[src/verilog/latch_unit_pkg.sv]
// Constants, field layouts and helpers shared by the set-reset latch unit
package latch_unit_pkg;

  ////////////////////////////////////////////////////////////////////////////
  // Register bus geometry
  localparam int unsigned ADDR_WIDTH = 4;
  localparam int unsigned DATA_WIDTH = 8;

  // Register indices on the plain register port
  localparam logic [3:0] CTRL_A_ADDR = 4'h0;
  localparam logic [3:0] SOURCE_ADDR = 4'h1;
  localparam logic [3:0] STATUS_ADDR = 4'h2;

  ////////////////////////////////////////////////////////////////////////////
  // Field positions of latch_control_a
  localparam int unsigned MASTER_POS     = 7;
  localparam int unsigned DIVIDER_LO_POS = 4;
  localparam int unsigned TRUE_OE_POS    = 3;
  localparam int unsigned COMP_OE_POS    = 2;
  localparam int unsigned SW_SET_POS     = 1;
  localparam int unsigned SW_RESET_POS   = 0;

  // Field positions of the status register
  localparam int unsigned LATCH_STATE_POS = 7;
  localparam int unsigned SYNC_TWO_POS    = 1;
  localparam int unsigned SYNC_ONE_POS    = 0;

  // Reset values
  localparam logic [7:0] CTRL_A_RESET = 8'h00;
  localparam logic [7:0] SOURCE_RESET = 8'h00;
  localparam logic [1:0] SYNC_RESET   = 2'h0;

  ////////////////////////////////////////////////////////////////////////////
  // Periodic pulse timing: code 000 divides by 4, each code doubles it
  localparam int unsigned DIV_SEL_WIDTH = 3;
  localparam int unsigned DIV_CNT_WIDTH = 9;
  localparam logic [9:0]  DIV_BASE      = 10'h004;
  localparam int unsigned GAP_WIDTH     = 10;

  typedef struct packed {
    logic       masterEnable;
    logic [2:0] periodicPulseDivider;
    logic       trueOutputEnable;
    logic       complementOutputEnable;
    logic       swPulseSet;
    logic       swPulseReset;
  } latch_control_a_type;

  typedef struct packed {
    logic externalToSet;
    logic periodicToSetEnable;
    logic cmpTwoToSet;
    logic cmpOneToSet;
    logic externalToReset;
    logic periodicToResetEnable;
    logic cmpTwoToReset;
    logic cmpOneToReset;
  } latch_source_select_type;

  // Divisor minus one, used as a counter mask and by checks
  function automatic logic [8:0] divisorMask(input logic [2:0] sel);
    logic [9:0] div;
    div = DIV_BASE << sel;
    return div[8:0] - 9'h001;
  endfunction

endpackage : latch_unit_pkg

[src/verilog/periodic_pulse_gen.sv]
// Periodic one-cycle pulse generator with a selectable power-of-two period
`timescale 1ns/100ps
`default_nettype none

module periodic_pulse_gen
  import latch_unit_pkg::*;
(
  input  wire logic       ref_clk,
  input  wire logic       resetn,
  input  wire logic [2:0] periodicPulseDivider,
  output logic            periodicPulse
);

  logic [8:0] divCount;
  logic [8:0] mask;
  wire        wrapHit;

  ////////////////////////////////////////////////////////////////////////////
  // Free-running count; pulse when the low bits under the mask are all ones
  assign mask    = divisorMask(periodicPulseDivider); // [RULE_09]
  assign wrapHit = (divCount & mask) == mask;

  always_ff @(posedge ref_clk) begin
    if (!resetn) begin
      divCount      <= 9'h000;
      periodicPulse <= 1'b0;
    end else begin
      divCount      <= divCount + 9'h001;
      periodicPulse <= wrapHit; // [RULE_15]
    end
  end

  ////////////////////////////////////////////////////////////////////////////
  // Helper logic for the checks: gap since the last pulse, divider stability
  logic [9:0] gapCount;
  logic [2:0] prevDivider;
  logic       divHeld;
  wire        divChanged;

  assign divChanged = periodicPulseDivider != prevDivider;

  always_ff @(posedge ref_clk) begin
    if (!resetn) begin
      gapCount    <= 10'h000;
      prevDivider <= 3'h0;
      divHeld     <= 1'b0;
    end else begin
      prevDivider <= periodicPulseDivider;
      if (periodicPulse) begin
        gapCount <= 10'h000;
      end else if (gapCount != 10'h3ff) begin
        gapCount <= gapCount + 10'h001;
      end
      if (divChanged) begin
        divHeld <= 1'b0;
      end else if (periodicPulse) begin
        divHeld <= 1'b1;
      end
    end
  end
endmodule // periodic_pulse_gen

`default_nettype wire

[src/verilog/set_reset_latch_unit.sv]
// Set-reset latch unit: source routing, reset-dominant latch, pin drivers
//
// The register addresses and the strobed register port were left to the implementer.
`timescale 1ns/100ps
`default_nettype none

// Summary of operation
// RULE_01: Latch output follows set and reset inputs at once, not on a clock edge.
// RULE_02: All set and reset inputs are active high.
// RULE_03: Reset wins whenever set and reset are both asserted.
// RULE_04: Software set and reset pulse bits clear themselves after one write.
// RULE_05: Comparator one and two outputs route to set or reset, each enabled.
// RULE_06: Each comparator source may be taken raw or timer-synchronised.
// RULE_07: External trigger pin is a set source and a reset source, separately enabled.
// RULE_08: Periodic pulse generator, 3-bit divider, separately enabled onto set and reset.
// RULE_09: Divider code 000 divides by 4, doubling up to 512 at 111.
// RULE_10: Software must not enable one source onto both set and reset.
// RULE_11: True and complement outputs have own enables and may drive together.
// RULE_12: An output reaches its pin only while its direction bit is clear.
// RULE_13: Device reset leaves the latch state undefined.
// RULE_14: Software must set or reset the latch before enabling any output.
// RULE_15: Periodic pulse is one cycle wide, once every N cycles.
// RULE_16: Software pulse bits assert their input one cycle and read zero.
// RULE_17: Master enable cleared disables the latch and both pin outputs.
// RULE_18: Combined set is OR of enabled set sources; same for reset.
module set_reset_latch_unit
  import latch_unit_pkg::*;
(
  input  wire logic       ref_clk,
  input  wire logic       resetn,
  input  wire logic [3:0] regAddr,
  input  wire logic [7:0] regWriteData,
  input  wire logic       regWrite,
  input  wire logic       regRead,
  output logic      [7:0] regReadData,
  input  wire logic       cmpOneOut,
  input  wire logic       cmpOneSyncedOut,
  input  wire logic       cmpTwoOut,
  input  wire logic       cmpTwoSyncedOut,
  input  wire logic       externalTriggerPin,
  input  wire logic       pinDirectionBitTrue,
  input  wire logic       pinDirectionBitComplement,
  output logic            trueOutPin,
  output logic            trueOutDriveN,
  output logic            complementOutPin,
  output logic            complementOutDriveN
);

  ////////////////////////////////////////////////////////////////////////////
  // Register state

  latch_control_a_type     latchControlA;
  latch_source_select_type latchSourceSelect;
  logic [1:0]              cmpSyncSelect;
  logic                    swSetPulse;
  logic                    swResetPulse;
  logic                    latchState;

  latch_control_a_type     writeCtrl;
  wire                     ctrlWrite;
  wire                     sourceWrite;
  wire                     statusWrite;

  assign writeCtrl   = latch_control_a_type'(regWriteData);
  assign ctrlWrite   = regWrite && (regAddr == CTRL_A_ADDR);
  assign sourceWrite = regWrite && (regAddr == SOURCE_ADDR);
  assign statusWrite = regWrite && (regAddr == STATUS_ADDR);

  always_ff @(posedge ref_clk) begin
    if (!resetn) begin
      latchControlA     <= latch_control_a_type'(CTRL_A_RESET);
      latchSourceSelect <= latch_source_select_type'(SOURCE_RESET);
      cmpSyncSelect     <= SYNC_RESET;
    end else begin
      if (ctrlWrite) begin
        latchControlA              <= writeCtrl;
        // Pulse bits never stay stored, so they always read back as zero
        latchControlA.swPulseSet   <= 1'b0; // [RULE_16]
        latchControlA.swPulseReset <= 1'b0; // [RULE_16]
      end
      if (sourceWrite) begin
        latchSourceSelect <= latch_source_select_type'(regWriteData);
      end
      if (statusWrite) begin
        cmpSyncSelect <= regWriteData[1:0];
      end
    end
  end

  ////////////////////////////////////////////////////////////////////////////
  // Software pulses: one write gives exactly one cycle of drive

  always_ff @(posedge ref_clk) begin
    if (!resetn) begin
      swSetPulse   <= 1'b0;
      swResetPulse <= 1'b0;
    end else begin
      swSetPulse   <= ctrlWrite && writeCtrl.swPulseSet;   // [RULE_04]
      swResetPulse <= ctrlWrite && writeCtrl.swPulseReset; // [RULE_04]
    end
  end

  ////////////////////////////////////////////////////////////////////////////
  // Periodic pulse source

  logic periodicPulse;

  periodic_pulse_gen u_periodic_pulse_gen (
    .ref_clk              (ref_clk),
    .resetn               (resetn),
    .periodicPulseDivider (latchControlA.periodicPulseDivider), // [RULE_08] [RULE_09] [RULE_15]
    .periodicPulse        (periodicPulse)
  );

  ////////////////////////////////////////////////////////////////////////////
  // Source selection and combination

  wire cmpOneSource;
  wire cmpTwoSource;
  wire anySetSource;
  wire anyResetSource;
  wire combinedSet;
  wire combinedReset;
  wire latchQ;

  // Synchronised forms come from the comparator block already timed to the
  // timer clock; this block only chooses between the two forms
  assign cmpOneSource = cmpSyncSelect[SYNC_ONE_POS] ? cmpOneSyncedOut : cmpOneOut; // [RULE_06]
  assign cmpTwoSource = cmpSyncSelect[SYNC_TWO_POS] ? cmpTwoSyncedOut : cmpTwoOut; // [RULE_06]

  // Every source is taken high-true; no inversion anywhere on the path
  assign anySetSource = swSetPulse // [RULE_02] [RULE_18]
    | (latchSourceSelect.cmpOneToSet && cmpOneSource) // [RULE_05]
    | (latchSourceSelect.cmpTwoToSet && cmpTwoSource) // [RULE_05]
    | (latchSourceSelect.externalToSet && externalTriggerPin) // [RULE_07]
    | (latchSourceSelect.periodicToSetEnable && periodicPulse); // [RULE_08]

  assign anyResetSource = swResetPulse // [RULE_02] [RULE_18]
    | (latchSourceSelect.cmpOneToReset && cmpOneSource) // [RULE_05]
    | (latchSourceSelect.cmpTwoToReset && cmpTwoSource) // [RULE_05]
    | (latchSourceSelect.externalToReset && externalTriggerPin) // [RULE_07]
    | (latchSourceSelect.periodicToResetEnable && periodicPulse); // [RULE_08]

  // A disabled latch ignores all of its sources and holds its state
  assign combinedSet   = latchControlA.masterEnable && anySetSource;   // [RULE_17]
  assign combinedReset = latchControlA.masterEnable && anyResetSource; // [RULE_17]

  ////////////////////////////////////////////////////////////////////////////
  // The latch itself
  // The output is a combinational function of the inputs, so it moves in the
  // same cycle as a source; the flop only remembers it between events. This
  // keeps the design free of a real latch at the cost of one mux level.

  assign latchQ = combinedReset ? 1'b0 : // [RULE_03]
                  combinedSet   ? 1'b1 : // [RULE_01]
                  latchState;

  // Deliberately outside the reset branch: the state is unknown after reset
  always_ff @(posedge ref_clk) begin
    latchState <= latchQ; // [RULE_13]
  end

  ////////////////////////////////////////////////////////////////////////////
  // Pin drivers: drive enables are active low

  wire trueDrive;
  wire complementDrive;

  assign trueDrive = latchControlA.masterEnable // [RULE_17]
    && latchControlA.trueOutputEnable // [RULE_11]
    && !pinDirectionBitTrue; // [RULE_12]
  assign complementDrive = latchControlA.masterEnable // [RULE_17]
    && latchControlA.complementOutputEnable // [RULE_11]
    && !pinDirectionBitComplement; // [RULE_12]

  // Pin data is parked low when not driven so an unknown state never leaks
  assign trueOutPin          = trueDrive && latchQ;
  assign trueOutDriveN       = !trueDrive;
  assign complementOutPin    = complementDrive && !latchQ;
  assign complementOutDriveN = !complementDrive;

  ////////////////////////////////////////////////////////////////////////////
  // Read path: data stand only in the cycle after the read strobe

  logic [7:0] readMux;
  logic [7:0] statusWord;

  always_comb begin
    statusWord                  = 8'h00;
    statusWord[LATCH_STATE_POS] = latchQ;
    statusWord[SYNC_TWO_POS]    = cmpSyncSelect[1];
    statusWord[SYNC_ONE_POS]    = cmpSyncSelect[0];
  end

  always_comb begin
    case (regAddr)
      CTRL_A_ADDR: readMux = latchControlA; // [RULE_16]
      SOURCE_ADDR: readMux = latchSourceSelect;
      STATUS_ADDR: readMux = statusWord;
      default:     readMux = 8'h00;
    endcase
  end

  always_ff @(posedge ref_clk) begin
    if (!resetn) begin
      regReadData <= 8'h00;
    end else begin
      regReadData <= regRead ? readMux : 8'h00;
    end
  end
endmodule // set_reset_latch_unit

`default_nettype wire

[config.mk]
export PLATFORM = sky130hd
export DESIGN_NAME = set_reset_latch_unit
export DESIGN_NICKNAME = d
export VERILOG_FILES = /design/src/verilog/latch_unit_pkg.sv /design/src/verilog/periodic_pulse_gen.sv /design/src/verilog/set_reset_latch_unit.sv
export SDC_FILE = /design/constraint.sdc
export NUM_CORES = 1
export LEC_CHECK = 0
export BUFFER_PORTS_ARGS = -buffer_cell sky130_fd_sc_hd__buf_2
export CAP_MARGIN = 25
export CORE_AREA = 2 2 59 61
export CTS_CLUSTER_SIZE = 28
export DETAILED_ROUTE_END_ITERATION = 8
export DIE_AREA = 0 0 61 63
export HOLD_SLACK_MARGIN = 0.15
export PLACE_DENSITY = 0.74
export SLEW_MARGIN = 25
export SYNTH_ARGS = -nofsm -noshare
export SYNTH_HDL_FRONTEND = slang
export SYNTH_HIERARCHICAL = 1
export SYNTH_SLANG_ARGS = --single-unit
[constraint.sdc]
create_clock -name ref_clk -period 1.4 [get_ports ref_clk]
set_input_delay 0.07 -clock ref_clk [delete_from_list [all_inputs] [get_ports ref_clk]]
set_output_delay 0.07 -clock ref_clk [all_outputs]
set_load 0.02 [all_outputs]
# Word level (Yosys, flattened, before mapping)
# Index checks and enable logic that the tools add are counted.
# classes
n_addsub,2
n_eq_ne,3
n_shift,1
n_mux,5
n_bitwise,9
n_reduce_logical,28
# op_table
op,n
$pmux 8 s3,1
$logic_and 1x1->1,21
$add 9x1->9 const B,1
$and 9x9->9,1
$eq 9x9->1,1
$shl 3x3->9 const A,1
$sub 9x1->9 const B,1
$or 1x1->1,8
$logic_not 1->1,5
$eq 4x1->1 const B,1
$eq 4x2->1 const B,1
$logic_not 4->1,1
$mux 1,4
$reduce_and 2->1,1
# totals
ff_bits,37
inputBits,23
output_inout_bits,12

# Longest topological paths before layout
# Gate-level depths: netlist (run 1).
# logic_depth
word_depth,11
mapped_depth,5
depth_no_buf,5

# Cells and area by module
# Netlist (run 1), hierarchy kept.
# modules_own_cells
mod,n_inst,cells_each,area_each_um2,seq_area_each_um2
set_reset_latch_unit,1,126,1168.6,540.5
periodic_pulse_gen,1,45,436.7,200.2

# Worst setup path after synthesis (run 1)
# No wires, ideal clock.
# synth_path
path_type,register to output
start,register latchSourceSelect[2] in the netlist's numbering
end,output trueOutPin
arrival_ps,1373
required_ps,1330
path_slack_ps,-43
path_stages_with_launch,5
path_buffers,0
path_cell_list,dfxtp_1 > a221oi_1 > o21ai_0 > a22o_1 > nor3_1
# synth_between
elab_chain_cells,5
# synth_lines
item,line,text
"start, declared",set_reset_latch_unit.sv:53,latch_source_select_type latchSourceSelect;
"start signal, assigned",set_reset_latch_unit.sv:72,latchSourceSelect <= latch_source_select_type'(SOURCE_RESET);
"start signal, assigned",set_reset_latch_unit.sv:82,latchSourceSelect <= latch_source_select_type'(regWriteData);
$logic_and 1x1->1,set_reset_latch_unit.sv:142,| (latchSourceSelect.periodicToResetEnable && periodicPulse);
$or 1x1->1,set_reset_latch_unit.sv:142,
$logic_and 1x1->1,set_reset_latch_unit.sv:146,assign combinedReset = latchControlA.masterEnable && anyResetSource;
$mux 1,set_reset_latch_unit.sv:154,assign latchQ = combinedReset ? 1'b0 :
$logic_and 1x1->1,set_reset_latch_unit.sv:177,assign trueOutPin = trueDrive && latchQ;
"end, declared",set_reset_latch_unit.sv:43,"output logic trueOutPin,"
# Every way passes these cells.

# Worst setup path in the final report (run 1)
# layout_path
start,register cmpSyncSelect[1]
end,output trueOutPin
# layout_between
elab_chain_cells,9
elab_cells_between_ends,14
cone_classes,mux (3); bitwise (6); reduce/logical (5)
# layout_lines
item,line,text
"start, declared",set_reset_latch_unit.sv:54,logic [1:0] cmpSyncSelect;
"start signal, assigned",set_reset_latch_unit.sv:85,cmpSyncSelect <= regWriteData[1:0];
$mux 1 (*),set_reset_latch_unit.sv:129,assign cmpTwoSource = cmpSyncSelect[SYNC_TWO_POS] ? cmpTwoSyncedOut : cmpTwoOut;
$logic_and 1x1->1,set_reset_latch_unit.sv:134,| (latchSourceSelect.cmpTwoToSet && cmpTwoSource)
$or 1x1->1,set_reset_latch_unit.sv:134,
$or 1x1->1,set_reset_latch_unit.sv:135,| (latchSourceSelect.externalToSet && externalTriggerPin)
$or 1x1->1,set_reset_latch_unit.sv:136,| (latchSourceSelect.periodicToSetEnable && periodicPulse);
$logic_and 1x1->1,set_reset_latch_unit.sv:145,assign combinedSet = latchControlA.masterEnable && anySetSource;
$mux 1,set_reset_latch_unit.sv:155,combinedSet ? 1'b1 :
$mux 1 (*),set_reset_latch_unit.sv:154,
$logic_and 1x1->1 (*),set_reset_latch_unit.sv:177,
# Every way passes the cells marked *; elsewhere a longest branch is shown, timed or not.

==> out/results.ini, run 1 <==
[run_status]
status=finished with violations
violations=negative setup slack

[floorplanning]
io_pins=35
core_region_area_sq_um=3232
die_h_um=63
rows=21
dieArea_sq_um=3843
initial_core_util_pct=49.67
die_width_um=61

[timing]
period_needed_ns=1.760
hold_viol=0
grt_setup_unrepaired=yes
fmax_mhz=568.3
finalCritPeriodShare_pct=125.7
finalMaxSlewViolations=0
holdWs_ns=0.1571
fin_ws_ns=-0.3595
setup_viol=4
relSlewSlack_pct=78.69
max_slew.worst_pin.slew_ns=0.3173
skew_ns=0.01080

[final_layout]
fillerInstances=268
seqCellArea_sq_um=744.5
antenna_cells=0
area.growth.synth_to_final_pct=31.10
nets=256
instances_no_fill=278
multi_input_area_sq_um=835.8
fin_area_sq_um=2105
layout-drive-gt1-share_pct=31.47

[min_path]
min_path_type=in -> reg

[detailed_routing]
via_count=1420
drtAntennaViolNets=0
vias_per_cell=5.108
wl_mm=3.581
drt-wirelength-per-cell_um=12.88
first_pass_iters=4
drt_drc_violations_left=0
drtIter0Drc=45

[placed_design]
finalWeightedCongestion=0.8090
io_buffers=34
dp_cells=259
hpwl_mm=2.605
place_area_sq_um=1909
dp_slack_ns=-0.01688

[clock_network]
root_buffer=clkbuf_4
clk_path_buf_depth=2
clk_pin_slew_ns=0.11
cts.sinks=37
h-tree-depth=2
numCtsBuffers=5
cts_tree=built
clock_latency_ns=0.34

[global_routing]
overflow=0
track_usage_pct=20.81
grt_pass1_vias=1312
grt_pass1_wl_mm=5.934
grt_max_degree=29
antenna_found_initial=0

[run]
drv_cap=0

[power]
fin_total_pwr_mw=1.810
power_density_nw_per_um2=860.0
ir_drop_mv=0.7239
p_leak_nw=0.7982

[critical_path]
worstSetupEndpointType=output port
startpoint_type=flip-flop
crit_arrival_ns=1.69
path_cells=mux2i_1 -> o21ai_1 -> a221oi_2 -> buf_4 -> nor3_2 -> buf_4
critical_path_class=reg -> out
cp_max_fo=2
slowest_delay_ns=0.35
cp_common_cell=buf_4
cp.required_ns=1.33
ff2ff_setup_slack_ns=-0.03
cp_slowest_cell=dfxtp_2

[yosys]
yosysUniqueCellTypes=36
ys_seq_area_share_pct=46.14
synth_nets=195
syn-instance-count=171
syn_area_per_cell_sq_um=9.388
yosysWarnings=6
synth_edf_count=0
synth-main-ff-cell=dfxtp_1
synthArstFlopShare_pct=0
ys_ff_latch=37
synth_area_sq_um=1605

[cells in the final DEF, fill, tap and decap left out, types with 2 or more instances in the layout]
master	netlist	layout
nor3_2	1	2
dfxtp_1	37	34
a21o_1	2	2
nor2b_1	3	2
buf_2	0	32
a221oi_1	3	2
nand4_1	2	2
nor2_1	9	9
nand3_1	18	18
a21boi_0	13	13
o21ai_0	5	5
buf_4	1	18
dlygate4sd3_1	0	9
xnor2_1	3	3
a22oi_1	8	8
nand2_1	24	24
clkbuf_4	0	5
a21boi_1	4	4
and2_1	6	6
nand3b_1	2	2
inv_1	4	4
xor2_1	3	3
and4_1	3	3
dfxtp_2	0	3
a221oi_2	1	2
[final timing paths]
kind                                       to                        startpoint  cells past startpoint
min                          cmpSyncSelect[0]                          regWrite                      3
max                                trueOutPin                  cmpSyncSelect[1]                      6
min reg2reg  u_periodic_pulse_gen/divCount[0]  u_periodic_pulse_gen/divCount[0]                      1
max reg2reg                    regReadData[7]                  cmpSyncSelect[1]                      6
[Yosys cell counts (2+ instances only)]
library cell | n | area, sq um
nor2b_1 | 3 | 18.77
clkbuf_1 | 4 | 15.01
and4_1 | 3 | 26.28
and2_1 | 6 | 37.54
nand4_1 | 2 | 12.51
nand3b_1 | 2 | 15.01
xor2_1 | 3 | 26.28
a21boi_1 | 4 | 30.03
inv_1 | 4 | 15.01
a21boi_0 | 13 | 97.59
dfxtp_1 | 37 | 740.7
o21ai_0 | 5 | 25.02
nand2_1 | 24 | 90.09
nor2_1 | 9 | 33.78
a221oi_1 | 3 | 26.28
a22oi_1 | 8 | 60.06
a21o_1 | 2 | 15.01
xnor2_1 | 3 | 26.28
nand3_1 | 18 | 90.09
mux2i_1 | 2 | 20.02
[critical path: cells and delay by family (launching register included)]
kind	cells	cell delay (ns)
AOI/OAI and AO/OA	2	0.40
DFF	1	0.35
buffers and inverters	2	0.32
muxes	1	0.24
and+or+nand+nor	1	0.04
[report_power, final]
part	leakage, nW	switching [mW]	total, mW	internal (mW)
registers	0.300	0.0142	1.08	1.07
logic	0.466	0.0764	0.159	0.0829
clock network	0.0314	0.331	0.569	0.237
[registers in the layout, summed over array words and instances, names as in the netlist]
signal,count
u_periodic_pulse_gen/divCount,9
latchSourceSelect,8
regReadData,8
latchControlA,6
cmpSyncSelect,2
latchState,1
swResetPulse,1
swSetPulse,1
u_periodic_pulse_gen/periodicPulse,1
[layout make-up]
type	count	area share, %
tap	46	2.735
multi-input combinational	124	39.71
clock buffer	7	2.616
inverter	4	0.7134
sequential	37	35.37
timing repair buffer	60	18.85
[layer usage]
metal  track usage (%)  vias to the layer above  wire length [um]
met2             30.51                       41              1649
met5                 0                        -                 0
li1                  -                      737                 -
met4             7.337                        0                40
met3             4.348                        5               209
met1             29.84                      637              1681
[through the flow]
stage	utilization (%)	TNS [ns]
after floorplan	-	0
after global placement	59.08	-0.006849
after detailed placement	59.08	-0.01688
after CTS	64.61	-0.6834
after global routing	65.12	-1.126
final	65.12	-0.7139
[cell families after synthesis]
kind of cell,after synthesis,share of synthesized area (%)
mux,2,1.247
compound gates,40,19.25
fa+ha+maj,1,0.7793
xor+xnor,6,3.274
flops,37,46.14
buf+inv,10,3.039
simple gates,75,26.27
[what timing repair did]
item	in CTS	in global routing
pin swaps	3	1
resized for setup	4	6
hold buffers	9	0
endpoints found under the setup margin	3	5
hold endpoints to repair	21	0
setup buffers	3	1
Power figures use the tool's default switching activity.
==> run 2, diff against run 1 <==
Settings changed: PLACE_DENSITY 0.74 to 0.75.
==> run 2 against run 1 <==
Net effect:
- highest routed layer unchanged
- the run still ends with negative setup slack left
- global-route usage fell by 0.15 points
- via count rose by 4.1%
- sequential power hardly changed
- wire length up 1.0%
- setup slack worse by 0.037 ns
- clock power down 6.0%
- total power down 1.8%
- largest cell class unchanged
- critical endpoint unchanged
- largest power group unchanged
- die area stayed put
- clock skew grew 0.0044 ns
- hold slack gained 0.0063 ns
- flip-flop and latch count did not move
==> out/results.ini, run 2 (same netlist as run 1, synthesis figures left out) <==
[detailed_routing]
vias_per_cell=5.260
drtAntennaViolNets=0
drt_drc_violations_left=0
wl_mm=3.617
first_pass_iters=4
drt-wirelength-per-cell_um=12.87
via_count=1478
drtIter0Drc=51

[timing]
fin_ws_ns=-0.3969
max_slew.worst_pin.slew_ns=0.3357
finalCritPeriodShare_pct=128.3
hold_viol=0
holdWs_ns=0.1634
finalMaxSlewViolations=0
skew_ns=0.01515
relSlewSlack_pct=77.62
setup_viol=4
grt_setup_unrepaired=yes
period_needed_ns=1.797
fmax_mhz=556.5

[final_layout]
largest_reg_flops=9
area.growth.synth_to_final_pct=31.25
regMostFlops=u_periodic_pulse_gen/divCount
antenna_cells=0
final_cell_mix=dfxtp_1 (34), buf_2 (33), nand2_1 (24)
reg.largest.list=u_periodic_pulse_gen/divCount: 9 flops, latchSourceSelect: 8 flops, regReadData: 8 flops
layout_commonest_cell=dfxtp_1
layout-drive-gt1-share_pct=30.64
nets=258
fillerInstances=278

[clock_network]
clock_latency_ns=0.34
cts_tree=built
clk_path_buf_depth=2
clk_pin_slew_ns=0.11
root_buffer=clkbuf_4
h-tree-depth=2
cts.sinks=37
numCtsBuffers=5

[floorplanning]
rows=21
io_pins=35
core_region_area_sq_um=3232
dieArea_sq_um=3843
initial_core_util_pct=49.67
die_width_um=61
die_h_um=63

[placed_design]
io_buffers=34
dp_slack_ns=-0.04647
finalWeightedCongestion=0.8025
hpwl_mm=2.642

[critical_path]
worstSetupEndpointType=output port
cp_max_fo=3
critical_path_class=reg -> out
worst_path_dominant_cell_family=compound AO/OA/AOI/OAI gates
crit_arrival_ns=1.73
slowest_delay_ns=0.35
cp.required_ns=1.33
cp_slowest_cell=a221oi_2
startpoint_type=flip-flop
path_cells=a221oi_2 -> o21ai_1 -> a221oi_2 -> buf_4 -> nor3_2 -> buf_2
critPathBufInv=2
cp_common_cell=a221oi_2

[global_routing]
grt_pass1_vias=1359
grt_max_degree=29
antenna_found_initial=0
grt_pass1_wl_mm=5.865
track_usage_pct=20.65
overflow=0

[run_status]
violations=negative setup slack
status=finished with violations

[run]
drv_cap=0

[power]
p_leak_nw=0.8033
ir_drop_mv=0.5386
power_density_nw_per_um2=843.6
fin_total_pwr_mw=1.777

[min_path]
min_path_type=in -> reg

[run 2: changes by cell type in the layout (fill, tap and decap cells not counted), sizes merged]
| cell | before | now |
|---|---|---|
| buf | 51 | 52 |
| clkbuf | 7 | 6 |
| clkinv | 0 | 2 |
| dlygate4sd3 | 9 | 10 |
[run 2: cell type report]
type                       count  area [sq um]  area share [%]
timing repair buffer          62         411.6           19.54
clock inverter                 2         10.01          0.4751
clock buffer                   6         41.29           1.960
inverter                       4         15.01          0.7126
multi-input combinational    124         827.0           39.25
tap                           46         57.56           2.732
sequential                    37         744.5           35.33
[run 2: per-stage QoR]
stage	instance area (sq um)	TNS, ns	utilization [%]	std cells
3_3_place_gp	1917	-0.03587	59.31	260
6_report	2107	-1.008	65.20	281
5_1_grt	2107	-1.234	65.20	281
4_1_cts	2097	-0.7567	64.89	280
3_5_place_dp	1917	-0.07197	59.31	260
2_1_floorplan	1610	0	-	171
[run 2: where the power goes]
group,total [mW],switching (mW),internal [mW],leakage (nW)
Clock,0.535,0.343,0.191,0.0320
Sequential,1.08,0.0145,1.07,0.300
Combinational,0.161,0.0769,0.0836,0.471
[run 2: worst min-delay path, cell delays in order]
cell and delay (ns):
buf_2 0.21, nand3_1 0.12, a21boi_0 0.07
[run 2: repair_timing]
action,CTS,global route
hold buffers,10,0
setup endpoints to repair,3,4
hold endpoints to repair,20,0
gates resized for setup,4,2
cloned,0,0
pin swaps,2,1
setup buffers,2,1
[run 2: worst paths after layout]
| path | from | to | slack, ns | depth (start not counted) |
|---|---|---|---|---|
| worst min register to register | u_periodic_pulse_gen/divCount[0] | u_periodic_pulse_gen/divCount[0] | 0.47 | 1 |
| worst max register to register | latchSourceSelect[6] | regReadData[7] | -0.14 | 7 |
| worst min-delay path | regWrite | latchControlA[7] | 0.16 | 3 |
| worst max-delay path | latchSourceSelect[6] | trueOutPin | -0.40 | 6 |
[run 2: layer usage]
metal / part of all wire [%] / GRT usage [%]
met5: 0 / 0
met4: 1.2 / 5.707
met3: 5.9 / 6.832
met2: 47 / 32.26
met1: 46 / 26.95
